<file path="config.mk">
export PLATFORM = sky130hd
export DESIGN_NAME = spmp_port
export DESIGN_NICKNAME = d
export VERILOG_FILES = /design/src/hw/spmp_pkg.sv /design/src/hw/spmp_fifo.sv /design/src/hw/spmp_port.sv
export SDC_FILE = /design/constraint.sdc
export NUM_CORES = 1
export LEC_CHECK = 0
export BUFFER_PORTS_ARGS = -buffer_cell sky130_fd_sc_hd__buf_4
export CAP_MARGIN = 40
export CORE_MARGIN = 1.5
export CORE_UTILIZATION = 55
export CTS_CLUSTER_DIAMETER = 60
export DETAILED_ROUTE_END_ITERATION = 7
export GPL_TIMING_DRIVEN = 0
export MAX_ROUTING_LAYER = met4
export PLACE_DENSITY = 0.8
export SETUP_SLACK_MARGIN = 0.5
export SYNTH_ARGS = -nofsm -noshare
export SYNTH_HDL_FRONTEND = slang
export SYNTH_HIERARCHICAL = 1
export SYNTH_SLANG_ARGS = --single-unit
</file>
<file path="constraint.sdc">
create_clock -name pclk -period 5.9 [get_ports pclk]
set_input_delay 0.59 -clock pclk [delete_from_list [all_inputs] [get_ports pclk]]
set_output_delay 0.59 -clock pclk [all_outputs]
set_load 0.005 [all_outputs]
</file>
<file path="src/hw/spmp_pkg.sv">
// shared constants for the serial port with modem pins: register map, field positions, reset values, timing
// assumes a single 40 MHz pclk domain and an APB slave with an 8-bit byte address
package spmp_pkg;

    // register byte offsets, one aligned 32-bit word each
    localparam logic [7:0] SPMP_OFF_DATA = 8'h00;
    localparam logic [7:0] SPMP_OFF_MCTL = 8'h04;
    localparam logic [7:0] SPMP_OFF_MSTAT = 8'h08;
    localparam logic [7:0] SPMP_OFF_LINE = 8'h0c;
    localparam logic [7:0] SPMP_OFF_DIV = 8'h10;

    // modem_control_reg fields
    localparam int SPMP_MCTL_DTR = 0;
    localparam int SPMP_MCTL_RTS = 1;
    localparam int SPMP_MCTL_LOOP = 4;
    localparam int SPMP_MCTL_IR = 5;
    localparam int SPMP_MCTL_W = 6;
    localparam logic [5:0] SPMP_MCTL_RESET = 6'h00;

    // modem_status_reg fields: low nibble change flags, high nibble current levels (active high)
    localparam int SPMP_MS_CTS = 0;
    localparam int SPMP_MS_DSR = 1;
    localparam int SPMP_MS_RI = 2;
    localparam int SPMP_MS_DCD = 3;
    localparam int SPMP_MS_CUR = 4;

    // line status fields
    localparam int SPMP_LS_RXRDY = 0;
    localparam int SPMP_LS_OVR = 1;
    localparam int SPMP_LS_TXFULL = 2;
    localparam int SPMP_LS_TXIDLE = 3;
    localparam int SPMP_LS_STRAP = 4;

    // bit timing
    localparam int SPMP_CLK_HZ = 40_000_000;
    localparam int SPMP_BAUD_HZ = 115_200;
    localparam logic [15:0] SPMP_DIV_RESET = 16'(SPMP_CLK_HZ / SPMP_BAUD_HZ);
    localparam logic [15:0] SPMP_DIV_MIN = 16'h0004;
    localparam int SPMP_DATA_W = 8;
    localparam int SPMP_FIFO_DEPTH = 16;

    // shared by transmitter and receiver
    typedef enum logic [1:0] {
        SPMP_IDLE = 2'b00,
        SPMP_START = 2'b01,
        SPMP_BITS = 2'b10,
        SPMP_STOP = 2'b11
    } spmp_line_t;

endpackage

</file>
<file path="src/hw/spmp_fifo.sv">
// first-in first-out buffer with a registered output stage, valid/ready on both sides
// assumes one clock; clk_en low freezes all state
`timescale 1ns/10ps
module spmp_fifo #(
    parameter int WIDTH = 8,
    parameter int DEPTH = 16
) (
    // clock and reset
    input wire logic clk,
    input wire logic rst_n,
    input wire logic clk_en,
    // filling side
    input wire logic in_valid,
    output logic in_ready,
    input wire logic [WIDTH-1:0] in_data,
    // draining side
    output logic out_valid,
    input wire logic out_ready,
    output logic [WIDTH-1:0] out_data
);
    localparam int AW = $clog2(DEPTH);

    initial begin
        if (DEPTH < 2 || (DEPTH & (DEPTH - 1)) != 0) $error("spmp_fifo: DEPTH must be a power of two >= 2");
        if (WIDTH < 1) $error("spmp_fifo: WIDTH must be positive");
    end

    logic [WIDTH-1:0] mem [DEPTH];
    logic [AW-1:0] wptr_reg;
    logic [AW-1:0] rptr_reg;
    logic [AW:0] count_reg;
    logic out_valid_reg;
    logic [WIDTH-1:0] out_data_reg;

    // storage handshakes; the output stage refills whenever it is empty or being drained
    wire push = in_valid & in_ready;
    wire load = (count_reg != '0) & (~out_valid_reg | out_ready);
    assign in_ready = (count_reg != (AW + 1)'(DEPTH));
    assign out_valid = out_valid_reg;
    assign out_data = out_data_reg;

    // storage array, no reset needed on the data words
    always_ff @(posedge clk) begin
        if (clk_en && push) begin
            mem[wptr_reg] <= in_data;
        end
    end

    // pointers, fill count and output register
    always_ff @(posedge clk or negedge rst_n) begin
        if (!rst_n) begin
            wptr_reg <= '0;
            rptr_reg <= '0;
            count_reg <= '0;
            out_valid_reg <= 1'b0;
            out_data_reg <= '0;
        end else if (clk_en) begin
            if (push) wptr_reg <= wptr_reg + 1'b1;
            if (load) begin
                rptr_reg <= rptr_reg + 1'b1;
                out_data_reg <= mem[rptr_reg];
            end
            count_reg <= count_reg + (AW + 1)'(push) - (AW + 1)'(load);
            if (load) out_valid_reg <= 1'b1;
            else if (out_ready) out_valid_reg <= 1'b0;
        end
    end
endmodule // spmp_fifo

</file>
<file path="src/hw/spmp_port.sv">
// first serial port: 8N1 transmitter and receiver, modem control outputs, modem status inputs,
// power-on strap sampling on the three output pins, APB register slave
// assumes all pins synchronous to pclk; the pad ring resolves the three two-way pins from their enables
//
// The placing of the registers and the APB interface to the registers were decided locally.
`timescale 1ns/10ps
// Overview of operation
// - The transmit pin sits at logic 1 after master reset and whenever infrared mode is selected.
// - While the host bus reset is low the transmit pin is released and sampled as a strap.
// - While the host bus reset is low the send-request and terminal-ready pins are released and sampled as straps.
// - Send-request goes low when its control bit is 1, and is inactive after master reset and in loop mode.
// - The modem's set-ready input, active low, is readable as a status bit.
// - The modem's clear-to-send input, active low, is readable as a status bit.
// - The modem's ring-indicate input, active low, is readable as a status bit.
// - The modem's carrier-detect input, active low, is readable as a status bit.
// - Serial data is received on the receive input and sent on the transmit output.
module spmp_port
    import spmp_pkg::*;
#(
    parameter int FIFO_DEPTH = SPMP_FIFO_DEPTH,
    parameter logic [15:0] DIV_RESET = SPMP_DIV_RESET
) (
    // clock, reset, enable
    input wire logic pclk,
    input wire logic presetn,
    input wire logic clk_en,
    // apb slave
    input wire logic psel,
    input wire logic penable,
    input wire logic pwrite,
    input wire logic [7:0] paddr,
    input wire logic [31:0] pwdata,
    output logic [31:0] prdata,
    output logic pready,
    output logic pslverr,
    // host bus reset, opens the strap window
    input wire logic host_bus_reset_n,
    // serial data
    input wire logic serial_rx_in,
    output logic serial_tx_out,
    output logic serial_tx_oe,
    input wire logic serial_tx_pin_in,
    // modem control outputs, two-way during the strap window
    output logic send_request_out_n,
    output logic send_request_oe,
    input wire logic send_request_pin_in,
    output logic terminal_ready_out_n,
    output logic terminal_ready_oe,
    input wire logic terminal_ready_pin_in,
    // modem status inputs
    input wire logic set_ready_in_n,
    input wire logic clear_to_send_in_n,
    input wire logic ring_indicate_in_n,
    input wire logic carrier_detect_in_n,
    // latched strap values
    output logic strap_opt_a,
    output logic strap_opt_b,
    output logic strap_opt_c
);
    initial begin
        if (DIV_RESET < SPMP_DIV_MIN) $error("spmp_port: DIV_RESET below minimum divisor");
    end

    // address match, used by read mux, error and side-effect decode
    function automatic logic addr_is(input logic [7:0] a, input logic [7:0] off);
        return a == off;
    endfunction

    logic [SPMP_MCTL_W-1:0] mcr_reg;
    logic [15:0] div_reg;
    logic [3:0] ms_cur_reg;
    logic [3:0] ms_delta_reg;
    logic [31:0] prdata_reg;
    logic pready_reg;
    logic pslverr_reg;
    logic hbr_prev_reg;
    logic [2:0] strap_samp_reg;
    logic [2:0] strap_reg;
    logic pins_oe_reg;
    logic tx_out_reg;
    logic rts_n_reg;
    logic dtr_n_reg;
    spmp_line_t tx_state_reg;
    logic [15:0] tx_cnt_reg;
    logic [2:0] tx_bit_reg;
    logic [7:0] tx_sh_reg;
    logic tx_line_reg;
    spmp_line_t rx_state_reg;
    logic [15:0] rx_cnt_reg;
    logic [2:0] rx_bit_reg;
    logic [7:0] rx_sh_reg;
    logic rx_s_reg;
    logic [7:0] rx_data_reg;
    logic rx_rdy_reg;
    logic rx_ovr_reg;

    // bus decode
    wire acc = psel & penable;
    wire hit_data = addr_is(paddr, SPMP_OFF_DATA);
    wire hit_mctl = addr_is(paddr, SPMP_OFF_MCTL);
    wire hit_mstat = addr_is(paddr, SPMP_OFF_MSTAT);
    wire hit_line = addr_is(paddr, SPMP_OFF_LINE);
    wire hit_div = addr_is(paddr, SPMP_OFF_DIV);
    wire hit_any = hit_data | hit_mctl | hit_mstat | hit_line | hit_div;
    wire fifo_in_ready;
    wire fifo_out_valid;
    wire [7:0] fifo_out_data;
    // a data write into a full fifo is held in its access phase: back-pressure reaches the master
    wire wr_blocked = pwrite & hit_data & ~fifo_in_ready;
    wire pready_next = acc & ~pready_reg & ~wr_blocked;
    wire fire = acc & pready_reg;
    wire wr_fire = fire & pwrite;
    wire rd_fire = fire & ~pwrite;
    wire push_tx = wr_fire & hit_data;
    wire loop_mode = mcr_reg[SPMP_MCTL_LOOP];
    wire ir_mode = mcr_reg[SPMP_MCTL_IR];

    // read mux; unmapped addresses read zero
    wire [31:0] rd_value =
        hit_data ? {24'h000000, rx_data_reg} :
        hit_mctl ? {26'h0000000, mcr_reg} :
        hit_mstat ? {24'h000000, ms_cur_reg, ms_delta_reg} :
        hit_line ? {25'h0000000, strap_reg, ~fifo_out_valid & (tx_state_reg == SPMP_IDLE),
                    ~fifo_in_ready, rx_ovr_reg, rx_rdy_reg} :
        hit_div ? {16'h0000, div_reg} : 32'h00000000;
    wire [15:0] div_wr = (pwdata[15:0] < SPMP_DIV_MIN) ? SPMP_DIV_MIN : pwdata[15:0];

    // apb answer: one wait state, pready and data from flip-flops
    always_ff @(posedge pclk or negedge presetn) begin
        if (!presetn) begin
            pready_reg <= 1'b0;
            pslverr_reg <= 1'b0;
            prdata_reg <= 32'h00000000;
        end else if (clk_en) begin
            pready_reg <= pready_next;
            pslverr_reg <= pready_next & ~hit_any;
            if (pready_next) prdata_reg <= pwrite ? 32'h00000000 : rd_value;
        end
    end

    // software registers: control bits steer the pins and the line
    always_ff @(posedge pclk or negedge presetn) begin
        if (!presetn) begin
            mcr_reg <= SPMP_MCTL_RESET;
            div_reg <= DIV_RESET;
        end else if (clk_en && wr_fire) begin
            if (hit_mctl) mcr_reg <= pwdata[SPMP_MCTL_W-1:0];
            if (hit_div) div_reg <= div_wr;
        end
    end

    // modem status: in loop mode the control bits stand in for the modem, as a self-test path
    wire [3:0] ms_ext = {~carrier_detect_in_n, ~ring_indicate_in_n, ~set_ready_in_n, ~clear_to_send_in_n};
    wire [3:0] ms_loop = {1'b0, 1'b0, mcr_reg[SPMP_MCTL_DTR], mcr_reg[SPMP_MCTL_RTS]};
    wire [3:0] ms_in = loop_mode ? ms_loop : ms_ext;
    wire ms_clr = rd_fire & hit_mstat;
    always_ff @(posedge pclk or negedge presetn) begin
        if (!presetn) begin
            ms_cur_reg <= 4'h0;
            ms_delta_reg <= 4'h0;
        end else if (clk_en) begin
            ms_cur_reg <= ms_in;
            // a change in the read cycle survives the clear
            ms_delta_reg <= (ms_clr ? 4'h0 : ms_delta_reg) | (ms_in ^ ms_cur_reg);
        end
    end

    // strap window follows host_bus_reset_n; the pins are released for the whole window
    wire hbr_rise = host_bus_reset_n & ~hbr_prev_reg;
    always_ff @(posedge pclk or negedge presetn) begin
        if (!presetn) begin
            hbr_prev_reg <= 1'b1;
            strap_samp_reg <= 3'h0;
            strap_reg <= 3'h0;
            pins_oe_reg <= 1'b1;
        end else if (clk_en) begin
            hbr_prev_reg <= host_bus_reset_n;
            pins_oe_reg <= host_bus_reset_n;
            if (!host_bus_reset_n) begin
                strap_samp_reg <= {serial_tx_pin_in, send_request_pin_in, terminal_ready_pin_in};
            end
            if (hbr_rise) strap_reg <= strap_samp_reg;
        end
    end

    // pin drivers; mark on the data line in loop or infrared mode, handshakes inactive in loop mode
    always_ff @(posedge pclk or negedge presetn) begin
        if (!presetn) begin
            tx_out_reg <= 1'b1;
            rts_n_reg <= 1'b1;
            dtr_n_reg <= 1'b1;
        end else if (clk_en) begin
            tx_out_reg <= tx_line_reg | ir_mode | loop_mode;
            rts_n_reg <= loop_mode | ~mcr_reg[SPMP_MCTL_RTS];
            dtr_n_reg <= loop_mode | ~mcr_reg[SPMP_MCTL_DTR];
        end
    end

    // transmit buffer; the shifter drains it only when idle
    wire tx_take = fifo_out_valid & (tx_state_reg == SPMP_IDLE);
    spmp_fifo #(
        .WIDTH(SPMP_DATA_W),
        .DEPTH(FIFO_DEPTH)
    ) u_tx_fifo (
        .clk(pclk),
        .rst_n(presetn),
        .clk_en(clk_en),
        .in_valid(push_tx),
        .in_ready(fifo_in_ready),
        .in_data(pwdata[7:0]),
        .out_valid(fifo_out_valid),
        .out_ready(tx_take),
        .out_data(fifo_out_data)
    );

    // transmitter: start, eight data bits lsb first, stop; each bit lasts div_reg cycles
    wire tx_bit_end = (tx_cnt_reg == div_reg - 16'h0001);
    always_ff @(posedge pclk or negedge presetn) begin
        if (!presetn) begin
            tx_state_reg <= SPMP_IDLE;
            tx_cnt_reg <= 16'h0000;
            tx_bit_reg <= 3'h0;
            tx_sh_reg <= 8'h00;
            tx_line_reg <= 1'b1;
        end else if (clk_en) begin
            tx_cnt_reg <= (tx_state_reg == SPMP_IDLE || tx_bit_end) ? 16'h0000 : tx_cnt_reg + 16'h0001;
            case (tx_state_reg)
                SPMP_IDLE: begin
                    if (tx_take) begin
                        tx_sh_reg <= fifo_out_data;
                        tx_line_reg <= 1'b0;
                        tx_state_reg <= SPMP_START;
                    end
                end
                SPMP_START: begin
                    if (tx_bit_end) begin
                        tx_line_reg <= tx_sh_reg[0];
                        tx_bit_reg <= 3'h0;
                        tx_state_reg <= SPMP_BITS;
                    end
                end
                SPMP_BITS: begin
                    if (tx_bit_end) begin
                        tx_bit_reg <= tx_bit_reg + 3'h1;
                        tx_sh_reg <= {1'b0, tx_sh_reg[7:1]};
                        tx_line_reg <= (tx_bit_reg == 3'h7) ? 1'b1 : tx_sh_reg[1];
                        if (tx_bit_reg == 3'h7) tx_state_reg <= SPMP_STOP;
                    end
                end
                SPMP_STOP: begin
                    if (tx_bit_end) tx_state_reg <= SPMP_IDLE;
                end
                default: tx_state_reg <= SPMP_IDLE;
            endcase
        end
    end

    // receiver samples mid-bit; loop mode feeds it from the transmitter, not the pin
    wire rx_src = loop_mode ? tx_line_reg : serial_rx_in;
    wire rx_half = (rx_cnt_reg == {1'b0, div_reg[15:1]} - 16'h0002); // synchroniser and idle state eat two cycles
    wire rx_bit_end = (rx_cnt_reg == div_reg - 16'h0001);
    wire rx_clr = rd_fire & hit_data;
    wire rx_done = (rx_state_reg == SPMP_STOP) & rx_bit_end & rx_s_reg;
    always_ff @(posedge pclk or negedge presetn) begin
        if (!presetn) begin
            rx_s_reg <= 1'b1;
            rx_state_reg <= SPMP_IDLE;
            rx_cnt_reg <= 16'h0000;
            rx_bit_reg <= 3'h0;
            rx_sh_reg <= 8'h00;
        end else if (clk_en) begin
            rx_s_reg <= rx_src;
            rx_cnt_reg <= (rx_state_reg == SPMP_IDLE || rx_bit_end || (rx_state_reg == SPMP_START && rx_half))
                ? 16'h0000 : rx_cnt_reg + 16'h0001;
            case (rx_state_reg)
                SPMP_IDLE: begin
                    if (!rx_s_reg) rx_state_reg <= SPMP_START;
                end
                SPMP_START: begin
                    // a start bit that is gone at mid-bit was a glitch
                    if (rx_half) rx_state_reg <= rx_s_reg ? SPMP_IDLE : SPMP_BITS;
                    rx_bit_reg <= 3'h0;
                end
                SPMP_BITS: begin
                    if (rx_bit_end) begin
                        rx_sh_reg <= {rx_s_reg, rx_sh_reg[7:1]};
                        rx_bit_reg <= rx_bit_reg + 3'h1;
                        if (rx_bit_reg == 3'h7) rx_state_reg <= SPMP_STOP;
                    end
                end
                SPMP_STOP: begin
                    if (rx_bit_end) rx_state_reg <= SPMP_IDLE;
                end
                default: rx_state_reg <= SPMP_IDLE;
            endcase
        end
    end

    // receive holding register; a new character wins over a read in the same cycle
    always_ff @(posedge pclk or negedge presetn) begin
        if (!presetn) begin
            rx_data_reg <= 8'h00;
            rx_rdy_reg <= 1'b0;
            rx_ovr_reg <= 1'b0;
        end else if (clk_en) begin
            if (rx_done) rx_data_reg <= rx_sh_reg;
            rx_rdy_reg <= rx_done | (rx_rdy_reg & ~rx_clr);
            rx_ovr_reg <= (rx_done & rx_rdy_reg & ~rx_clr) | (rx_ovr_reg & ~(rd_fire & hit_line));
        end
    end

    // outputs, each straight from a flip-flop
    assign prdata = prdata_reg;
    assign pready = pready_reg;
    assign pslverr = pslverr_reg;
    assign serial_tx_out = tx_out_reg;
    assign serial_tx_oe = pins_oe_reg;
    assign send_request_out_n = rts_n_reg;
    assign send_request_oe = pins_oe_reg;
    assign terminal_ready_out_n = dtr_n_reg;
    assign terminal_ready_oe = pins_oe_reg;
    assign {strap_opt_c, strap_opt_b, strap_opt_a} = strap_reg;
endmodule // spmp_port

</file>
==> run_results.csv <==
group,metric,value,unit
final_layout,post-route-util,63.8,%
synthesis,ys_seq_area_share,54.7,%
final_layout,num-nets-final,1323,
power_and_ir_drop,swShare,29.6,%
placed_design,gp_congestion,1.02,
placed_design,placed_cell_area,0.0149,mm^2
synthesis,async_reset_ff_share,54.0,%
floorplan,chipWidth,162,um
synthesis,synth_edf_count,128,
critical_path,slowest_stage,"or4b_1",
floorplan,rows,58,
critical_path,path_cells,"clkbuf_1 -> inv_1 -> ha_1 -> clkbuf_1 -> and3b_1 -> o41ai_1 -> nand4_1 -> or4b_1 -> buf_2 -> or3_1 -> buf_2 -> o22a_1 -> o21a_1",
power_and_ir_drop,intPower,0.00398,W
route,viasPerCell,6.08,
route,vias,9727,
timing,setup_viol,0,
grt,antenna_found_initial,0,
timing,slew_headroom,38.7,%
clocking,path_clk_slew,0.06,ns
final_layout,n_fill_cell,1867,
final_layout,multi_input_area,0.00571,mm^2
clocking,clock_tree.buffer_depth,3,
clocking,cts_tree,"done",
timing,drv_slew,0,
run_status,status,"finished, final reports clean",
grt,use_met2,43.8,%
final_layout,area_growth,14.6,%
placed_design,port_buffers,62,
final_layout,largest_register,"u_tx_fifo/mem",
power_and_ir_drop,vdd_drop_max,0.000396,V
floorplan,die_h,162,um
synthesis,netlist_area,0.0139,mm^2
grt,grtUsageMet1,35.4,%
route,wl_per_cell,21.0,um
synthesis,synthFlopType,"dfrtp_1",
route,drcViolationCount,0,
floorplan,core_area,0.0250,mm^2
job,drv_cap,0,
critical_path,max_stage_delay,0.56,ns
timing,rsz0062_at_grt,"no",
critical_path,required,6.37,ns
critical_path,crit_path_end_kind,"flop",
critical_path,regToRegSetupSlack,1.77,ns
final_layout,seqCellArea,0.00761,mm^2
critical_path,cp.arrival,4.60,ns
synthesis,ys_types,82,
critical_path,cp_top_family,"simple AND/OR/NAND/NOR gates",
critical_path,crit_buf_inv,5,
grt,grt_pass1_vias,9451,
placed_design,place_hpwl,23.3,mm
placed_design,dp.cells,1539,
synthesis,syn_inst,1126,
route,wirelength,33.6,mm
power_and_ir_drop,clockPowerShare,33.9,%
grt,grt.overflow.total,0,
worst_hold_path,hold_class,"input port to flop",
final_layout,fin_area,0.0159,mm^2
timing,post-route-min-period,4.13,ns
grt,grt_max_degree,95,
grt,grt-busiest-layer,"met2",
grt,grt_pass1_wl,52.5,mm
clocking,cts.sinks,278,
critical_path,path_class,"flop to flop",
route,dr.pass1.iters,5,
timing,max_freq,0.242,GHz
power_and_ir_drop,p_sw,0.00167,W
final_layout,layout-drive-gt1-share,20.6,%
clocking,postCtsSetupBuffers,0,
synthesis,ys_ff_latch,278,
synthesis,ys_warn_count,6,
clocking,clk_latency,0.58,ns
power_and_ir_drop,seqPwrFrac,41.7,%
grt,grt_usage,26.7,%
final_layout,final_cells,1599,
grt,use_met3,3.19,%
clocking,cts-root-buf,"clkbuf_16",
power_and_ir_drop,powerDensity,354,mW/mm^2
synthesis,synth.avg_cell_area,12.4,um^2
timing,worst-slew-pin-transition,0.917,ns
floorplan,dieArea,0.0263,mm^2
final_layout,largest_register_ffs,128,
timing,timing.final.hold_violations,0,
timing,tns,0,ns
clocking,cts_buffers,31,
timing,period_share,70.0,%
route,ant_nets,0,
timing,finClkSkew,0.0196,ns
critical_path,startpoint_type,"flop",
floorplan,initial_core_util,55.7,%
floorplan,io_pins,98,
final_layout,diodes,0,
route,drtIter0Drc,888,
power_and_ir_drop,power_leakage,6.38,nW
critical_path,critical_path.max_fanout,10,
clocking,htree_levels,1,
power_and_ir_drop,p_comb_share,24.4,%
==> cells by family after synthesis <==
family / count (synthesis) / synth area share [%]
XOR/XNOR: 83 / 6.16
buffers and inverters: 130 / 4.61
adder cells (fa/ha/maj): 24 / 2.21
other: 1 / 0.0270
flip-flops: 278 / 54.7
AND/OR/NAND/NOR: 305 / 11.7
multiplexers: 97 / 10.7
AO/OA/AOI/OAI: 208 / 9.89
==> per-stage QoR <==
step                      total power [W]  worst slack [ns]  hold slack, ns
after floorplan                   0.00337              2.39           0.294
after global placement            0.00370              1.37           0.467
after detailed placement          0.00376              1.72           0.472
after CTS                         0.00568              1.84           0.226
after global routing              0.00591              1.56           0.249
final                             0.00565              1.77           0.236
==> per-layer routing <==
| layer | vias up | wire length, um |
|---|---|---|
| li1 | 4417 | - |
| met1 | 4860 | 14100 |
| met2 | 389 | 16500 |
| met3 | 61 | 2190 |
| met4 | 0 | 868 |
| met5 | - | 0 |
==> worst paths after layout <==
kind / start / cells past startpoint / endpoint
min in group asynchronous: presetn / 2 / prdata[13]
max reg2reg: div_reg[3] / 13 / tx_sh_reg[0]
min reg2reg: strap_samp_reg[1] / 1 / strap_reg[1]
min: pwdata[9] / 3 / div_reg[9]
max in group asynchronous: presetn / 3 / div_reg[4]
max: div_reg[3] / 13 / tx_sh_reg[0]
==> power by group through the flow <==
stage | sequential (W) | combinational, W | clock, W
5_1_grt | 0.00238 | 0.00150 | 0.00202
3_3_place_gp | 0.00238 | 0.00131 | 0
4_1_cts | 0.00235 | 0.00138 | 0.00195
6_report | 0.00236 | 0.00138 | 0.00191
3_5_place_dp | 0.00239 | 0.00137 | 0
2_1_floorplan | 0.00234 | 0.00102 | 0
==> synthesized netlist by cell type (7+ instances only) <==
cell | n | area share (%)
dfrtp_1 | 138 | 25
edfxtp_1 | 128 | 28
nor2_1 | 71 | 1.9
nand2_1 | 65 | 1.8
mux2_2 | 55 | 4.5
o21ai_0 | 48 | 1.7
a21oi_1 | 44 | 1.6
clkbuf_1 | 44 | 1.2
xnor2_1 | 40 | 2.5
inv_1 | 38 | 1.0
xor2_1 | 34 | 2.1
nand3_1 | 32 | 1.2
ha_1 | 23 | 2.1
buf_4 | 21 | 1.1
nor3_1 | 21 | 0.76
o22ai_1 | 21 | 0.94
nand4_1 | 20 | 0.90
mux4_2 | 19 | 3.1
nor4_1 | 14 | 0.63
mux4_1 | 13 | 2.5
a22o_1 | 12 | 0.76
dfstp_2 | 12 | 2.3
nand2b_1 | 12 | 0.54
a31oi_1 | 11 | 0.49
and3_1 | 11 | 0.49
buf_2 | 11 | 0.40
mux2i_1 | 10 | 0.72
nor2b_1 | 9 | 0.40
buf_6 | 8 | 0.65
o211ai_1 | 8 | 0.43
buf_1 | 7 | 0.19
o21a_1 | 7 | 0.38
o22a_1 | 7 | 0.44
==> cell type report <==
class | instances | share of cell area [%]
repair buffers | 70 | 3.38
inverters | 39 | 0.919
flip-flops and latches | 278 | 47.8
plain buffers | 91 | 3.10
multi-input cells | 733 | 35.9
well taps | 330 | 2.59
clock inverters | 20 | 1.30
clock buffers | 38 | 5.09
==> repair_timing <==
| item | in CTS | in global routing |
|---|---|---|
| endpoints found under the setup margin | 0 | 0 |
| hold buffers | 1 | 0 |
| hold endpoints to repair | 20 | 0 |
| resized for setup | 0 | 0 |
==> cells in the final DEF (no fill, tap or decap), types with 15 or more instances in the layout <==
cell,instances
dfrtp_1,138
edfxtp_1,128
buf_4,83
nor2_1,71
nand2_1,65
mux2_2,55
clkbuf_1,50
o21ai_0,48
a21oi_1,44
xnor2_1,40
inv_1,38
xor2_1,34
nand3_1,32
clkbuf_16,31
ha_1,23
nor3_1,21
o22ai_1,21
nand4_1,20
mux4_2,19
conb_1,16
buf_2,15
==> tightest hold or removal path, delay by kind of cell <==
| kind | cells | cell delay [ns] |
|---|---|---|
| compound gates | 1 | 0.05 |
| buf+inv | 1 | 0.09 |
| simple gates | 1 | 0.04 |
Note: power is estimated with default switching activity, not from simulation.
